## src/timer_pkg.sv

```systemverilog
// Shared constants, field layouts and carrier types of the dual 8-bit timer block
package timer_pkg;

    localparam int unsigned CLK_HZ = 25_000_000;
    localparam int unsigned ADDR_W = 12;
    localparam int unsigned DATA_W = 32;

    // Register indices; byte address is four times the index
    localparam logic [9:0] IDX_T0_CTRL = 10'h020;
    localparam logic [9:0] IDX_T1_CTRL = 10'h021;
    localparam logic [9:0] IDX_T0_PERIOD = 10'h022;
    localparam logic [9:0] IDX_T0_PULSE = 10'h023;
    localparam logic [9:0] IDX_T1_PERIOD = 10'h024;
    localparam logic [9:0] IDX_T1_PULSE = 10'h025;
    localparam logic [9:0] IDX_SYS_CFG = 10'h026;
    localparam logic [9:0] IDX_IRQ_STATUS = 10'h027;
    localparam logic [9:0] IDX_IRQ_MASK = 10'h028;
    localparam logic [9:0] IDX_COUNT = 10'h029;

    localparam logic [7:0] CTRL_RESET = 8'h00;
    localparam logic [7:0] CMP_RESET = 8'h00;
    localparam logic [1:0] SYS_CFG_RESET = 2'h0;
    localparam logic [1:0] IRQ_RESET = 2'h0;

    // System configuration bit positions
    localparam int unsigned CFG_DIV_CLK_BIT = 0;
    localparam int unsigned CFG_SLOW_BIT = 1;

    // Control register layout: bit 7 flip-flop, 6..4 clock, 3 run, 2..0 mode
    typedef struct packed {
        logic flipflop_init;
        logic [2:0] clock_select;
        logic run;
        logic [2:0] mode_select;
    } ctrl_t;

    // Clock select codes
    localparam logic [2:0] CK_DIV11 = 3'h0;
    localparam logic [2:0] CK_DIV7 = 3'h1;
    localparam logic [2:0] CK_DIV5 = 3'h2;
    localparam logic [2:0] CK_DIV3 = 3'h3;
    localparam logic [2:0] CK_LOW = 3'h4;
    localparam logic [2:0] CK_DIV1 = 3'h5;
    localparam logic [2:0] CK_FULL = 3'h6;
    localparam logic [2:0] CK_EXT = 3'h7;

    // Mode codes
    localparam logic [2:0] MODE_TIMER8 = 3'h0;
    localparam logic [2:0] MODE_DIVIDER8 = 3'h1;
    localparam logic [2:0] MODE_PWM8 = 3'h2;
    localparam logic [2:0] MODE_CASCADE = 3'h3;
    localparam logic [2:0] MODE_TIMER16 = 3'h4;
    localparam logic [2:0] MODE_WARMUP = 3'h5;
    localparam logic [2:0] MODE_PWM16 = 3'h6;
    localparam logic [2:0] MODE_PPG16 = 3'h7;

    localparam int unsigned PRESCALE_W = 11;
    localparam int unsigned LOW_DIV_W = 3;

    localparam logic [1:0] RESP_OKAY = 2'b00;
    localparam logic [1:0] RESP_SLVERR = 2'b10;

    // What one counter unit shows to the control logic
    typedef struct packed {
        logic [7:0] count;
        logic match;
        logic carry;
        logic flipflop;
    } unit_stat_t;

endpackage

```

## src/timer_unit.sv

```systemverilog
// One 8-bit up-counter with compare and output flip-flop
`timescale 1ns/1ps
module timer_unit (
    input wire logic clk_in,
    input wire logic reset_in,
    input wire logic tick_in,
    input wire logic run_in,
    input wire logic flipflop_init_in,
    input wire logic toggle_mode_in,
    input wire logic wrap_in,
    input wire logic clear_in,
    input wire logic [7:0] period_in,
    output timer_pkg::unit_stat_t stat_out
);
    import timer_pkg::*;

    logic [7:0] count_q;
    logic [7:0] count_d;
    logic run_q;
    logic ff_q;
    logic ff_d;
    wire logic hit = run_in && tick_in && !wrap_in && (count_q == period_in);
    wire logic start = run_in && !run_q;

    always_comb begin
        count_d = count_q;
        if (!run_in) begin
            count_d = 8'h00;
        end else if (clear_in) begin
            count_d = 8'h00;
        end else if (hit) begin
            count_d = 8'h00;
        end else if (tick_in) begin
            count_d = count_q + 8'h01;
        end
    end

    always_comb begin
        ff_d = ff_q;
        if (start) begin
            ff_d = flipflop_init_in;
        end else if (toggle_mode_in && (hit || clear_in)) begin
            ff_d = ~ff_q;
        end
    end

    always_ff @(posedge clk_in or posedge reset_in) begin
        if (reset_in) begin
            count_q <= 8'h00;
            run_q <= 1'b0;
            ff_q <= 1'b0;
        end else begin
            count_q <= count_d;
            run_q <= run_in;
            ff_q <= ff_d;
        end
    end

    assign stat_out.count = count_q;
    assign stat_out.match = hit;
    assign stat_out.carry = run_in && tick_in && (count_q == 8'hff);
    assign stat_out.flipflop = ff_q;
endmodule

```

## src/dual_timer_control.sv

```systemverilog
// Dual cascadable 8-bit timer control with AXI4-Lite register slave
`timescale 1ns/1ps
module dual_timer_control (
    input wire logic clk_in,
    input wire logic reset_in,
    input wire logic [timer_pkg::ADDR_W-1:0] s_axi_awaddr_in,
    input wire logic s_axi_awvalid_in,
    output logic s_axi_awready_out,
    input wire logic [timer_pkg::DATA_W-1:0] s_axi_wdata_in,
    input wire logic [3:0] s_axi_wstrb_in,
    input wire logic s_axi_wvalid_in,
    output logic s_axi_wready_out,
    output logic [1:0] s_axi_bresp_out,
    output logic s_axi_bvalid_out,
    input wire logic s_axi_bready_in,
    input wire logic [timer_pkg::ADDR_W-1:0] s_axi_araddr_in,
    input wire logic s_axi_arvalid_in,
    output logic s_axi_arready_out,
    output logic [timer_pkg::DATA_W-1:0] s_axi_rdata_out,
    output logic [1:0] s_axi_rresp_out,
    output logic s_axi_rvalid_out,
    input wire logic s_axi_rready_in,
    input wire logic low_freq_tick_in,
    input wire logic timer0_external_input_in,
    input wire logic timer1_external_input_in,
    output logic [1:0] programmable_divider_output_out,
    output logic irq_out
);
    import timer_pkg::*;

    typedef enum logic [1:0] {
        WR_COLLECT = 2'b01,
        WR_RESP = 2'b10
    } wr_state_t;

    typedef enum logic [1:0] {
        RD_IDLE = 2'b01,
        RD_RESP = 2'b10
    } rd_state_t;

    // Register file
    ctrl_t timer0_control_q;
    ctrl_t timer1_control_q;
    logic [7:0] timer0_period_match_q;
    logic [7:0] timer0_pulse_width_q;
    logic [7:0] timer1_period_match_q;
    logic [7:0] timer1_pulse_width_q;
    logic [1:0] sys_cfg_q;
    logic [1:0] irq_status_q;
    logic [1:0] irq_status_d;
    logic [1:0] irq_mask_q;

    // Bus state
    wr_state_t wr_state_q;
    rd_state_t rd_state_q;
    logic aw_have_q;
    logic w_have_q;
    logic [ADDR_W-1:0] aw_addr_q;
    logic [7:0] w_byte_q;
    logic w_lane0_q;
    logic [1:0] bresp_q;
    logic [DATA_W-1:0] rdata_q;
    logic [1:0] rresp_q;

    // Timebase
    logic [PRESCALE_W-1:0] prescale_q;
    logic [LOW_DIV_W-1:0] low_div_q;
    logic ext0_prev_q;
    logic ext1_prev_q;

    unit_stat_t stat0;
    unit_stat_t stat1;

    function automatic logic [9:0] reg_index(input logic [ADDR_W-1:0] addr);
        reg_index = addr[ADDR_W-1:2];
    endfunction

    function automatic logic known_index(input logic [9:0] idx);
        known_index = (idx >= IDX_T0_CTRL) && (idx <= IDX_COUNT);
    endfunction

    // Source tick for one timer from its clock select code
    function automatic logic pick_tick(
        input logic [2:0] sel,
        input logic div_clk_bit,
        input logic slow,
        input logic [PRESCALE_W-1:0] pre,
        input logic low_tick,
        input logic low_div8_tick,
        input logic ext_tick
    );
        logic full_rate;
        full_rate = !slow;
        case (sel)
            CK_DIV11: pick_tick = (div_clk_bit || slow) ? low_div8_tick : (&pre[10:0]);
            CK_DIV7: pick_tick = full_rate && (&pre[6:0]);
            CK_DIV5: pick_tick = full_rate && (&pre[4:0]);
            CK_DIV3: pick_tick = full_rate && (&pre[2:0]);
            CK_LOW: pick_tick = low_tick;
            CK_DIV1: pick_tick = full_rate && pre[0];
            // Passed in slow states too, for any mode that selects it
            CK_FULL: pick_tick = 1'b1;
            CK_EXT: pick_tick = ext_tick;
            default: pick_tick = 1'b0;
        endcase
    endfunction

    // Address decode and handshakes
    wire logic wr_collect = (wr_state_q == WR_COLLECT);
    wire logic rd_idle = (rd_state_q == RD_IDLE);
    wire logic do_write = wr_collect && aw_have_q && w_have_q;
    wire logic [9:0] wr_idx = reg_index(aw_addr_q);
    wire logic wr_ok = known_index(wr_idx) && (wr_idx != IDX_COUNT) && (wr_idx != IDX_IRQ_STATUS);
    wire logic wr_en = do_write && wr_ok && w_lane0_q;
    wire logic ar_take = rd_idle && s_axi_arvalid_in;
    wire logic [9:0] rd_idx = reg_index(s_axi_araddr_in);
    wire logic rd_ok = known_index(rd_idx);
    wire logic status_read = ar_take && (rd_idx == IDX_IRQ_STATUS);

    assign s_axi_awready_out = wr_collect && !aw_have_q;
    assign s_axi_wready_out = wr_collect && !w_have_q;
    assign s_axi_bvalid_out = (wr_state_q == WR_RESP);
    assign s_axi_bresp_out = bresp_q;
    assign s_axi_arready_out = rd_idle;
    assign s_axi_rvalid_out = (rd_state_q == RD_RESP);
    assign s_axi_rdata_out = rdata_q;
    assign s_axi_rresp_out = rresp_q;

    // Mode decode; cascade needs timer0 parked at 011 and timer1 in a 16-bit code
    wire logic t0_mode_cascade = (timer0_control_q.mode_select == MODE_CASCADE);
    wire logic t1_mode_wide = timer1_control_q.mode_select[2];
    wire logic cascade = t0_mode_cascade && t1_mode_wide;
    wire logic t1_reserved = (timer1_control_q.mode_select == MODE_CASCADE);
    wire logic t0_toggle = cascade ? (timer1_control_q.mode_select != MODE_TIMER16)
                                   : (timer0_control_q.mode_select == MODE_DIVIDER8);
    wire logic t1_toggle = !cascade && (timer1_control_q.mode_select == MODE_DIVIDER8);

    // Timebase ticks
    wire logic low_div8_tick = low_freq_tick_in && (&low_div_q);
    wire logic ext0_tick = timer0_external_input_in && !ext0_prev_q;
    wire logic ext1_tick = timer1_external_input_in && !ext1_prev_q;
    wire logic div_clk_bit = sys_cfg_q[CFG_DIV_CLK_BIT];
    wire logic slow_state = sys_cfg_q[CFG_SLOW_BIT];

    wire logic t0_src_tick = pick_tick(timer0_control_q.clock_select, div_clk_bit, slow_state,
                                       prescale_q, low_freq_tick_in, low_div8_tick, ext0_tick);
    wire logic t1_src_tick = pick_tick(timer1_control_q.clock_select, div_clk_bit, slow_state,
                                       prescale_q, low_freq_tick_in, low_div8_tick, ext1_tick);

    // In cascade the lower half takes its clock from timer0, start and flip-flop from timer1
    wire logic t0_run = cascade ? timer1_control_q.run : timer0_control_q.run;
    wire logic t0_ff_init = cascade ? timer1_control_q.flipflop_init
                                    : timer0_control_q.flipflop_init;
    wire logic t1_run = timer1_control_q.run && !t1_reserved;
    wire logic t1_tick = cascade ? stat0.carry : t1_src_tick;

    // Both halves are compared together so a 16-bit period clears both at once
    wire logic wide_match = cascade && t0_run && t0_src_tick
        && ({stat1.count, stat0.count} == {timer1_period_match_q, timer0_period_match_q});

    timer_unit unit0 (
        .clk_in(clk_in),
        .reset_in(reset_in),
        .tick_in(t0_src_tick),
        .run_in(t0_run),
        .flipflop_init_in(t0_ff_init),
        .toggle_mode_in(t0_toggle),
        .wrap_in(cascade),
        .clear_in(wide_match),
        .period_in(timer0_period_match_q),
        .stat_out(stat0)
    );

    timer_unit unit1 (
        .clk_in(clk_in),
        .reset_in(reset_in),
        .tick_in(t1_tick),
        .run_in(t1_run),
        .flipflop_init_in(timer1_control_q.flipflop_init),
        .toggle_mode_in(t1_toggle),
        .wrap_in(cascade),
        .clear_in(wide_match),
        .period_in(timer1_period_match_q),
        .stat_out(stat1)
    );

    // Match events; a status read in the same cycle as a new event keeps the event
    wire logic [1:0] match_events = {cascade ? wide_match : stat1.match, stat0.match};
    always_comb begin
        irq_status_d = irq_status_q;
        if (status_read) begin
            irq_status_d = 2'b00;
        end
        irq_status_d = irq_status_d | match_events;
    end

    wire logic [31:0] rd_value =
        (rd_idx == IDX_T0_CTRL) ? {24'h000000, timer0_control_q} :
        (rd_idx == IDX_T1_CTRL) ? {24'h000000, timer1_control_q} :
        (rd_idx == IDX_T0_PERIOD) ? {24'h000000, timer0_period_match_q} :
        (rd_idx == IDX_T0_PULSE) ? {24'h000000, timer0_pulse_width_q} :
        (rd_idx == IDX_T1_PERIOD) ? {24'h000000, timer1_period_match_q} :
        (rd_idx == IDX_T1_PULSE) ? {24'h000000, timer1_pulse_width_q} :
        (rd_idx == IDX_SYS_CFG) ? {30'h00000000, sys_cfg_q} :
        (rd_idx == IDX_IRQ_STATUS) ? {30'h00000000, irq_status_q} :
        (rd_idx == IDX_IRQ_MASK) ? {30'h00000000, irq_mask_q} :
        (rd_idx == IDX_COUNT) ? {16'h0000, stat1.count, stat0.count} :
        32'h00000000;

    // Write channel
    always_ff @(posedge clk_in or posedge reset_in) begin
        if (reset_in) begin
            wr_state_q <= WR_COLLECT;
            aw_have_q <= 1'b0;
            w_have_q <= 1'b0;
            aw_addr_q <= '0;
            w_byte_q <= 8'h00;
            w_lane0_q <= 1'b0;
            bresp_q <= RESP_OKAY;
        end else begin
            case (wr_state_q)
                WR_COLLECT: begin
                    if (s_axi_awvalid_in && !aw_have_q) begin
                        aw_have_q <= 1'b1;
                        aw_addr_q <= s_axi_awaddr_in;
                    end
                    if (s_axi_wvalid_in && !w_have_q) begin
                        w_have_q <= 1'b1;
                        w_byte_q <= s_axi_wdata_in[7:0];
                        w_lane0_q <= s_axi_wstrb_in[0];
                    end
                    if (do_write) begin
                        wr_state_q <= WR_RESP;
                        bresp_q <= wr_ok ? RESP_OKAY : RESP_SLVERR;
                    end
                end
                WR_RESP: begin
                    if (s_axi_bready_in) begin
                        wr_state_q <= WR_COLLECT;
                        aw_have_q <= 1'b0;
                        w_have_q <= 1'b0;
                    end
                end
                default: wr_state_q <= WR_COLLECT;
            endcase
        end
    end

    // Read channel
    always_ff @(posedge clk_in or posedge reset_in) begin
        if (reset_in) begin
            rd_state_q <= RD_IDLE;
            rdata_q <= 32'h00000000;
            rresp_q <= RESP_OKAY;
        end else begin
            case (rd_state_q)
                RD_IDLE: begin
                    if (ar_take) begin
                        rd_state_q <= RD_RESP;
                        rdata_q <= rd_value;
                        rresp_q <= rd_ok ? RESP_OKAY : RESP_SLVERR;
                    end
                end
                RD_RESP: begin
                    if (s_axi_rready_in) begin
                        rd_state_q <= RD_IDLE;
                    end
                end
                default: rd_state_q <= RD_IDLE;
            endcase
        end
    end

    // Register file; fields are stored as written, guarding them while counting is software's job
    always_ff @(posedge clk_in or posedge reset_in) begin
        if (reset_in) begin
            timer0_control_q <= CTRL_RESET;
            timer1_control_q <= CTRL_RESET;
            timer0_period_match_q <= CMP_RESET;
            timer0_pulse_width_q <= CMP_RESET;
            timer1_period_match_q <= CMP_RESET;
            timer1_pulse_width_q <= CMP_RESET;
            sys_cfg_q <= SYS_CFG_RESET;
            irq_mask_q <= IRQ_RESET;
        end else if (wr_en) begin
            case (wr_idx)
                IDX_T0_CTRL: timer0_control_q <= w_byte_q;
                IDX_T1_CTRL: timer1_control_q <= w_byte_q;
                IDX_T0_PERIOD: timer0_period_match_q <= w_byte_q;
                IDX_T0_PULSE: timer0_pulse_width_q <= w_byte_q;
                IDX_T1_PERIOD: timer1_period_match_q <= w_byte_q;
                IDX_T1_PULSE: timer1_pulse_width_q <= w_byte_q;
                IDX_SYS_CFG: sys_cfg_q <= w_byte_q[1:0];
                IDX_IRQ_MASK: irq_mask_q <= w_byte_q[1:0];
                default: irq_mask_q <= irq_mask_q;
            endcase
        end
    end

    // Timebase and interrupt state
    always_ff @(posedge clk_in or posedge reset_in) begin
        if (reset_in) begin
            prescale_q <= '0;
            low_div_q <= '0;
            ext0_prev_q <= 1'b0;
            ext1_prev_q <= 1'b0;
            irq_status_q <= IRQ_RESET;
            irq_out <= 1'b0;
        end else begin
            prescale_q <= prescale_q + 11'h001;
            if (low_freq_tick_in) begin
                low_div_q <= low_div_q + 3'h1;
            end
            ext0_prev_q <= timer0_external_input_in;
            ext1_prev_q <= timer1_external_input_in;
            irq_status_q <= irq_status_d;
            irq_out <= |(irq_status_d & irq_mask_q);
        end
    end

    assign programmable_divider_output_out = {stat1.flipflop, stat0.flipflop};
endmodule

```

## config.mk

```make
export PLATFORM = sky130hd
export DESIGN_NAME = dual_timer_control
export DESIGN_NICKNAME = d
export VERILOG_FILES = /design/src/timer_pkg.sv /design/src/timer_unit.sv /design/src/dual_timer_control.sv
export SDC_FILE = /design/constraint.sdc
export NUM_CORES = 1
export LEC_CHECK = 0
export BUFFER_PORTS_ARGS = -buffer_cell sky130_fd_sc_hd__buf_2
export CAP_MARGIN = 20
export CORE_MARGIN = 10
export CORE_UTILIZATION = 51
export CTS_CLUSTER_SIZE = 40
export DETAILED_ROUTE_END_ITERATION = 10
export PLACE_DENSITY_LB_ADDON = 0.2
export SLEW_MARGIN = 20
export SYNTH_ARGS = -nofsm -noshare
export SYNTH_HDL_FRONTEND = slang
export SYNTH_SLANG_ARGS = --single-unit
```

## constraint.sdc

```tcl
create_clock -name clk_in -period 4.8 [get_ports clk_in]
set_input_delay 0.96 -clock clk_in [delete_from_list [all_inputs] [get_ports clk_in]]
set_output_delay 0.96 -clock clk_in [all_outputs]
set_load 0.03 [all_outputs]
```

### Word level (Yosys, flattened, before mapping)

Index checks and enable logic that the tools add are counted.

| storage, ports and cells | value |
|---|---|
| word-level logic and storage cells | 224 |
| output and inout bits | 44 |
| flip-flop bits (word level) | 154 |

| cells by class | value |
|---|---|
| bitwise gates (word level) | 4 |
| $lt $le $gt $ge | 4 |
| add/subtract/negate cells | 4 |
| eq/ne operators | 55 |
| muxes and demuxes | 44 |
| reductions and logical operators | 77 |

Operator list:

| operator | count |
|---|---|
| $eq A10 B6 Y1 const B | 18 |
| $mux W16 | 10 |
| $mux W8 | 8 |
| $logic_and A1 B1 Y1 | 38 |
| $reduce_and A2 Y1 | 14 |
| $eq A3 B3 Y1 const B | 8 |
| $ge A10 B6 Y1 const B | 2 |
| $le A10 B6 Y1 const B | 2 |
| $ne A10 B6 Y1 const B | 2 |
| $eq A3 B2 Y1 const B | 6 |
| $add A8 B1 Y8 const B | 2 |
| $eq A16 B16 Y1 | 1 |
| $eq A8 B8 Y1 | 2 |
| $pmux W1 S8 | 2 |
| $mux W2 | 7 |
| $mux W1 | 13 |
| $eq A3 B1 Y1 const B | 4 |
| $ne A2 B1 Y1 const B | 6 |
| $reduce_and A3 Y1 | 4 |
| $add A11 B1 Y11 const B | 1 |
| $reduce_and A11 Y1 | 1 |
| $logic_not A1 Y1 | 9 |
| $eq A8 B8 Y1 const B | 1 |
| $pmux W2 S2 | 2 |
| 16 further kinds | 25 |

### Logic depth before layout (Yosys ltp)

| depth | value |
|---|---|
| depth in word-level cells | 14 |
| depth in mapped cells | 12 |
| depth with buffers taken out | 10 |

### Cells and area by module

A second synthesis with hierarchy kept.

| second synthesis, totals | value |
|---|---|
| cell total of the unflattened synthesis | 630 |
| area, all modules | 6977.9 µm² |

Modules (own cells, without submodules):

| module | instances | cells an instance | area an instance (µm²) |
|---|---|---|---|
| dual_timer_control | 1 | 496 | 5641.7 |
| timer_unit | 2 | 67 | 668.1 |

### Worst setup path before layout

No wires, ideal clock.

| timing | value |
|---|---|
| kind | input port to flip-flop |
| start | in s_axi_araddr_in[6] in the netlist's numbering |
| end | reg rdata_q[7] (netlist: s_axi_rdata_out[7]) |
| arrival time | 2.728 ns |
| buffers on the path | 1 |
| stages | 8 |
| slack | 1.990 ns |
| required time | 4.717 ns |
| cells stage by stage | nor4b_1 nand2_1 nor3_1 clkbuf_1 a222oi_1 a21o_1 o2bb2ai_1 o21ai_0 |

| between the ends | value |
|---|---|
| cells in the longest elaborated chain, start to end | 11 |
| elaborated cells between the ends (all ways) | 20 |
| those cells by class | 10 x eq/ne; 10 x mux |

RTL lines:

| element | RTL line | RTL |
|---|---|---|
| start: declaration | dual_timer_control.sv:16 | `input wire logic [timer_pkg::ADDR_W-1:0] s_axi_araddr_in,` |
| $eq A10 B6 Y1 | dual_timer_control.sv:207 | `(rd_idx == IDX_COUNT) ? {16'h0000, stat1.count, stat0.count} :` |
| $mux W16 | dual_timer_control.sv:207 |  |
| $mux W16 | dual_timer_control.sv:206 | `(rd_idx == IDX_IRQ_MASK) ? {30'h00000000, irq_mask_q} :` |
| $mux W16 | dual_timer_control.sv:205 | `(rd_idx == IDX_IRQ_STATUS) ? {30'h00000000, irq_status_q} :` |
| $mux W16 | dual_timer_control.sv:204 | `(rd_idx == IDX_SYS_CFG) ? {30'h00000000, sys_cfg_q} :` |
| $mux W16 | dual_timer_control.sv:203 | `(rd_idx == IDX_T1_PULSE) ? {24'h000000, timer1_pulse_width_q} :` |
| $mux W16 | dual_timer_control.sv:202 | `(rd_idx == IDX_T1_PERIOD) ? {24'h000000, timer1_period_match_q} :` |
| $mux W16 | dual_timer_control.sv:201 | `(rd_idx == IDX_T0_PULSE) ? {24'h000000, timer0_pulse_width_q} :` |
| $mux W16 | dual_timer_control.sv:200 | `(rd_idx == IDX_T0_PERIOD) ? {24'h000000, timer0_period_match_q} :` |
| $mux W16 | dual_timer_control.sv:199 | `(rd_idx == IDX_T1_CTRL) ? {24'h000000, timer1_control_q} :` |
| $mux W16 * | dual_timer_control.sv:198 | `(rd_idx == IDX_T0_CTRL) ? {24'h000000, timer0_control_q} :` |
| end signal: assignment | dual_timer_control.sv:260 | `rdata_q <= rd_value;` |
| end: declaration | dual_timer_control.sv:62 | `logic [DATA_W-1:0] rdata_q;` |

Every way passes the cells marked *; elsewhere a longest branch is shown, timed or not.
A chain may end at the register's enable or synchronous reset.

### Worst setup path after layout

| timing | value |
|---|---|
| start | reg prescale_q[0] |
| end | reg unit1.count_q[5] |

| between the ends | value |
|---|---|
| cells in the longest elaborated chain, start to end | 12 |
| elaborated cells between the ends (all ways) | 23 |
| those cells by class | 1 x eq/ne; 7 x mux; 15 x reduce/logical |

RTL lines:

| element | RTL line | RTL |
|---|---|---|
| start: declaration | dual_timer_control.sv:66 | `logic [PRESCALE_W-1:0] prescale_q;` |
| start signal: assignment | dual_timer_control.sv:310 | `prescale_q <= prescale_q + 11'h001;` |
| $reduce_and A11 Y1, or another cell as far along | dual_timer_control.sv:95 | `CK_DIV11: pick_tick = (div_clk_bit \|\| slow) ? low_div8_tick : (&pre[10:0]);` |
| $mux W1, or another cell as far along | dual_timer_control.sv:95 |  |
| $pmux W1 S8 | dual_timer_control.sv:94 | `case (sel)` |
| $logic_and A1 B1 Y1 (2 in series) | timer_unit.sv:61 | `assign stat_out.carry = run_in && tick_in && (count_q == 8'hff);` |
| $mux W1 | dual_timer_control.sv:155 | `wire logic t1_tick = cascade ? stat0.carry : t1_src_tick;` |
| $logic_and A1 B1 Y1 | - |  |
| $logic_and A1 B1 Y1 (2 in series) | timer_unit.sv:22 | `wire logic hit = run_in && tick_in && !wrap_in && (count_q == period_in);` |
| $mux W8 | timer_unit.sv:31 | `end else if (hit) begin` |
| $mux W8 | timer_unit.sv:29 | `end else if (clear_in) begin` |
| $mux W8 | timer_unit.sv:27 | `if (!run_in) begin` |
| end signal: assignment | timer_unit.sv:53 | `count_q <= count_d;` |
| end: declaration | timer_unit.sv:17 | `logic [7:0] count_q;` |

Several ways; a longest one is shown, not always the timed one.

==> impl_metrics.toml <==
[clocking]
cts_resized = 0
clk_latency_ps = 420
htree_num_levels = 4
cts_num_sinks = 134
cts_tree = "built"
post_cts_buffers = 0
clockBufferDepth = 2
clk_pin_slew_ps = 60
numCtsBuffers = 17
root_buffer = "clkbuf_16"
holdBufCountCts = 0

[timing]
slew_headroom_pct = 28.1
skew_ps = 6.45
report.final.slew_viol_count = 0
finalCriticalPeriod_ps = 3270
finalSetupViolations = 0
rsz0062_at_grt = "no"
fin_setup_tns_ps = 0
final-hold-violation-count = 0
tightestPinTransition_ps = 1070
finalCritPeriodShare_pct = 68.1
fmax_mhz = 306

[grt]
grt.total_usage_pct = 18.0
antenna_found_initial = 0
grt_pass1_wl_mm = 25.6
grt_pass1_vias = 4875
grt_overflow = 0
grt_max_degree = 83

[route]
wl_per_cell_um = 18.6
drc_errors = 0
ant_nets = 0
wl_mm = 15.6
first_pass_iters = 5
drtIter0Drc = 337
vias = 4722
vias_per_cell = 5.61

[die]
die_width_um = 134
start_util_pct = 52.4
top_level_ports = 114
die_area_um2 = 18000
core-area_um2 = 12700
die_h_um = 134
core.rowCount = 41

[synthesis]
synth-edff-count = 0
yosys_warnings = 0
syn_inst = 594
ys_types = 62
synth-seq-area-share_pct = 50.3
ys.flop_type = "dfrtp_1"
syn-mean-instance-area_um2 = 11.2
synth_top_area_share_pct = 49.5
synth_seq_cells = 134
synthTopCellsByArea = "dfrtp_1 (50%), mux2_2 (14%), xnor2_1 (3.7%)"
syn_area_um2 = 6670
synth_top_cell_by_area = "dfrtp_1"
synth_async_sr_flop_share_pct = 100

[power_and_ir_drop]
p_leak_nw = 3.55
pwr_density_cell_nw_per_um2 = 408
vdd_ir_drop_max_mv = 0.311

[layout]
area_growth_pct = 14.8
drive_gt1_share_pct = 29.9
diodes = 0
nNetsFinal = 733
largest_register_ffs = 16
final_cell_count_no_fill = 841
fillerInstances = 1070

[min_path]
hp-class = "register to register"

[setup_path]
crit_arrival_ps = 3630
start_kind = "register"
crit_path_end_kind = "register"
cp.required_ps = 5160
crit_path_max_fanout = 7
crit_type = "register to register"

[job]
max_cap_viol_count = 0

[run_status]
status = "finished, final reports clean"

[placement]
portBuffers = 64
gp_congestion = 0.906
place_hpwl_mm = 11.4
dp.cells = 808
[critical path, stage by stage (launching register included)]
cell	delay [ps]
dfrtp_1	420
ha_1	230
and3_1	270
ha_1	230
mux2_2	270
nand2_1	60
a2111oi_0	80
a211oi_1	750
o221ai_1	430
a211oi_1	340
a21o_1	120
[cells in the final DEF, fill, tap and decap left out, types with 5 or more instances in the layout]
cell type | netlist | final
a222oi_1 | 6 | 6
a21oi_1 | 21 | 21
o31ai_1 | 5 | 5
nand2_1 | 48 | 48
clkinv_2 | 0 | 7
buf_2 | 2 | 64
mux2_2 | 82 | 82
buf_4 | 20 | 6
nand2b_1 | 5 | 5
a211oi_1 | 5 | 5
nand3_1 | 17 | 17
clkbuf_16 | 0 | 17
nor2_1 | 26 | 26
conb_1 | 1 | 18
inv_1 | 25 | 24
nor2b_1 | 13 | 13
o22ai_1 | 6 | 6
and3_1 | 6 | 6
nand4_1 | 9 | 9
a21o_1 | 8 | 8
ha_1 | 7 | 7
o21ai_0 | 29 | 29
xnor2_1 | 28 | 28
mux2i_1 | 5 | 5
dfrtp_1 | 132 | 132
[power breakdown]
part | internal, mW | switching, mW
logic | 0.196 | 0.228
registers | 1.27 | 0.202
clock network | 0.757 | 0.475
total | 2.22 | 0.905
[layout make-up]
type / count / area (um2) / share of cell area (%)
clock buffers: 18 / 429 / 5.61
clock inverters: 14 / 136 / 1.78
inverters: 25 / 96.3 / 1.26
multi-input cells: 407 / 3030 / 39.6
flip-flops and latches: 134 / 3360 / 43.8
well taps: 172 / 215 / 2.81
repair buffers: 71 / 393 / 5.13
[path summary, 6_finish.rpt]
| path | from | end | slack [ps] | depth (start not counted) |
|---|---|---|---|---|
| min | s_axi_rresp_out[1]$_DFFE_PP0P_ | s_axi_rresp_out[1]$_DFFE_PP0P_ | 470 | 1 |
| max | prescale_q[0]$_DFF_PP0_ | unit1.count_q[5]$_DFFE_PP0P_ | 1530 | 10 |
| min reg2reg | s_axi_rresp_out[1]$_DFFE_PP0P_ | s_axi_rresp_out[1]$_DFFE_PP0P_ | 470 | 1 |
| max reg2reg | prescale_q[0]$_DFF_PP0_ | unit1.count_q[5]$_DFFE_PP0P_ | 1530 | 10 |
| min in group asynchronous | reset_in | aw_addr_q[8]$_DFFE_PP0P_ | 490 | 2 |
| max in group asynchronous | reset_in | unit1.count_q[3]$_DFFE_PP0P_ | 3290 | 4 |
[synthesized netlist by cell type, types with 2 or more instances]
cell / instances
dfrtp_1: 132
mux2_2: 82
nand2_1: 48
o21ai_0: 29
xnor2_1: 28
nor2_1: 26
inv_1: 25
a21oi_1: 21
buf_4: 20
clkbuf_1: 20
nand3_1: 17
nor2b_1: 13
nand4_1: 9
a21o_1: 8
ha_1: 7
a222oi_1: 6
and3_1: 6
o22ai_1: 6
a211oi_1: 5
mux2i_1: 5
nand2b_1: 5
o31ai_1: 5
and2_1: 4
mux4_2: 4
nand3b_1: 4
nand4b_1: 4
nor4_1: 4
xor2_1: 4
a22o_1: 3
a311oi_1: 3
nor3_1: 3
buf_1: 2
buf_2: 2
dfstp_2: 2
nor3b_1: 2
nor4b_1: 2
nor4b_2: 2
o22a_1: 2
[per-stage QoR]
stage / total power [mW] / util [%] / hold slack [ps] / worst slack (ps) / instance area [um2]
after floorplan: 1.76 / - / 439 / 261 / 6730
after CTS: 3.15 / 59.9 / 475 / 1530 / 7630
after global placement: 1.88 / 55.5 / 454 / 1600 / 7060
final: 3.13 / 60.2 / 468 / 1530 / 7650
after global routing: 3.28 / 60.2 / 484 / 1280 / 7650
after detailed placement: 1.91 / 55.5 / 461 / 1560 / 7060
[metal layers]
layer	routed length (um)	GRT usage (%)
met2	7750	29.2
met5	0	0
met3	1090	5.71
met1	6620	22.2
met4	164	6.35
[cell families (layout without fill, tap and decap cells)]
family                   Yosys count  in the layout  synth area share, %
AO/OA/AOI/OAI                    101            101                 10.1
AND/OR/NAND/NOR                  158            158                 12.9
multiplexers                      91             91                 16.0
flip-flops                       134            134                 50.3
other                              1             18               0.0562
buffers and inverters             70            128                 5.22
XOR/XNOR                          32             32                 4.20
adder cells (fa/ha/maj)            7              7                 1.31
Note: power is estimated with default switching activity, not from simulation.
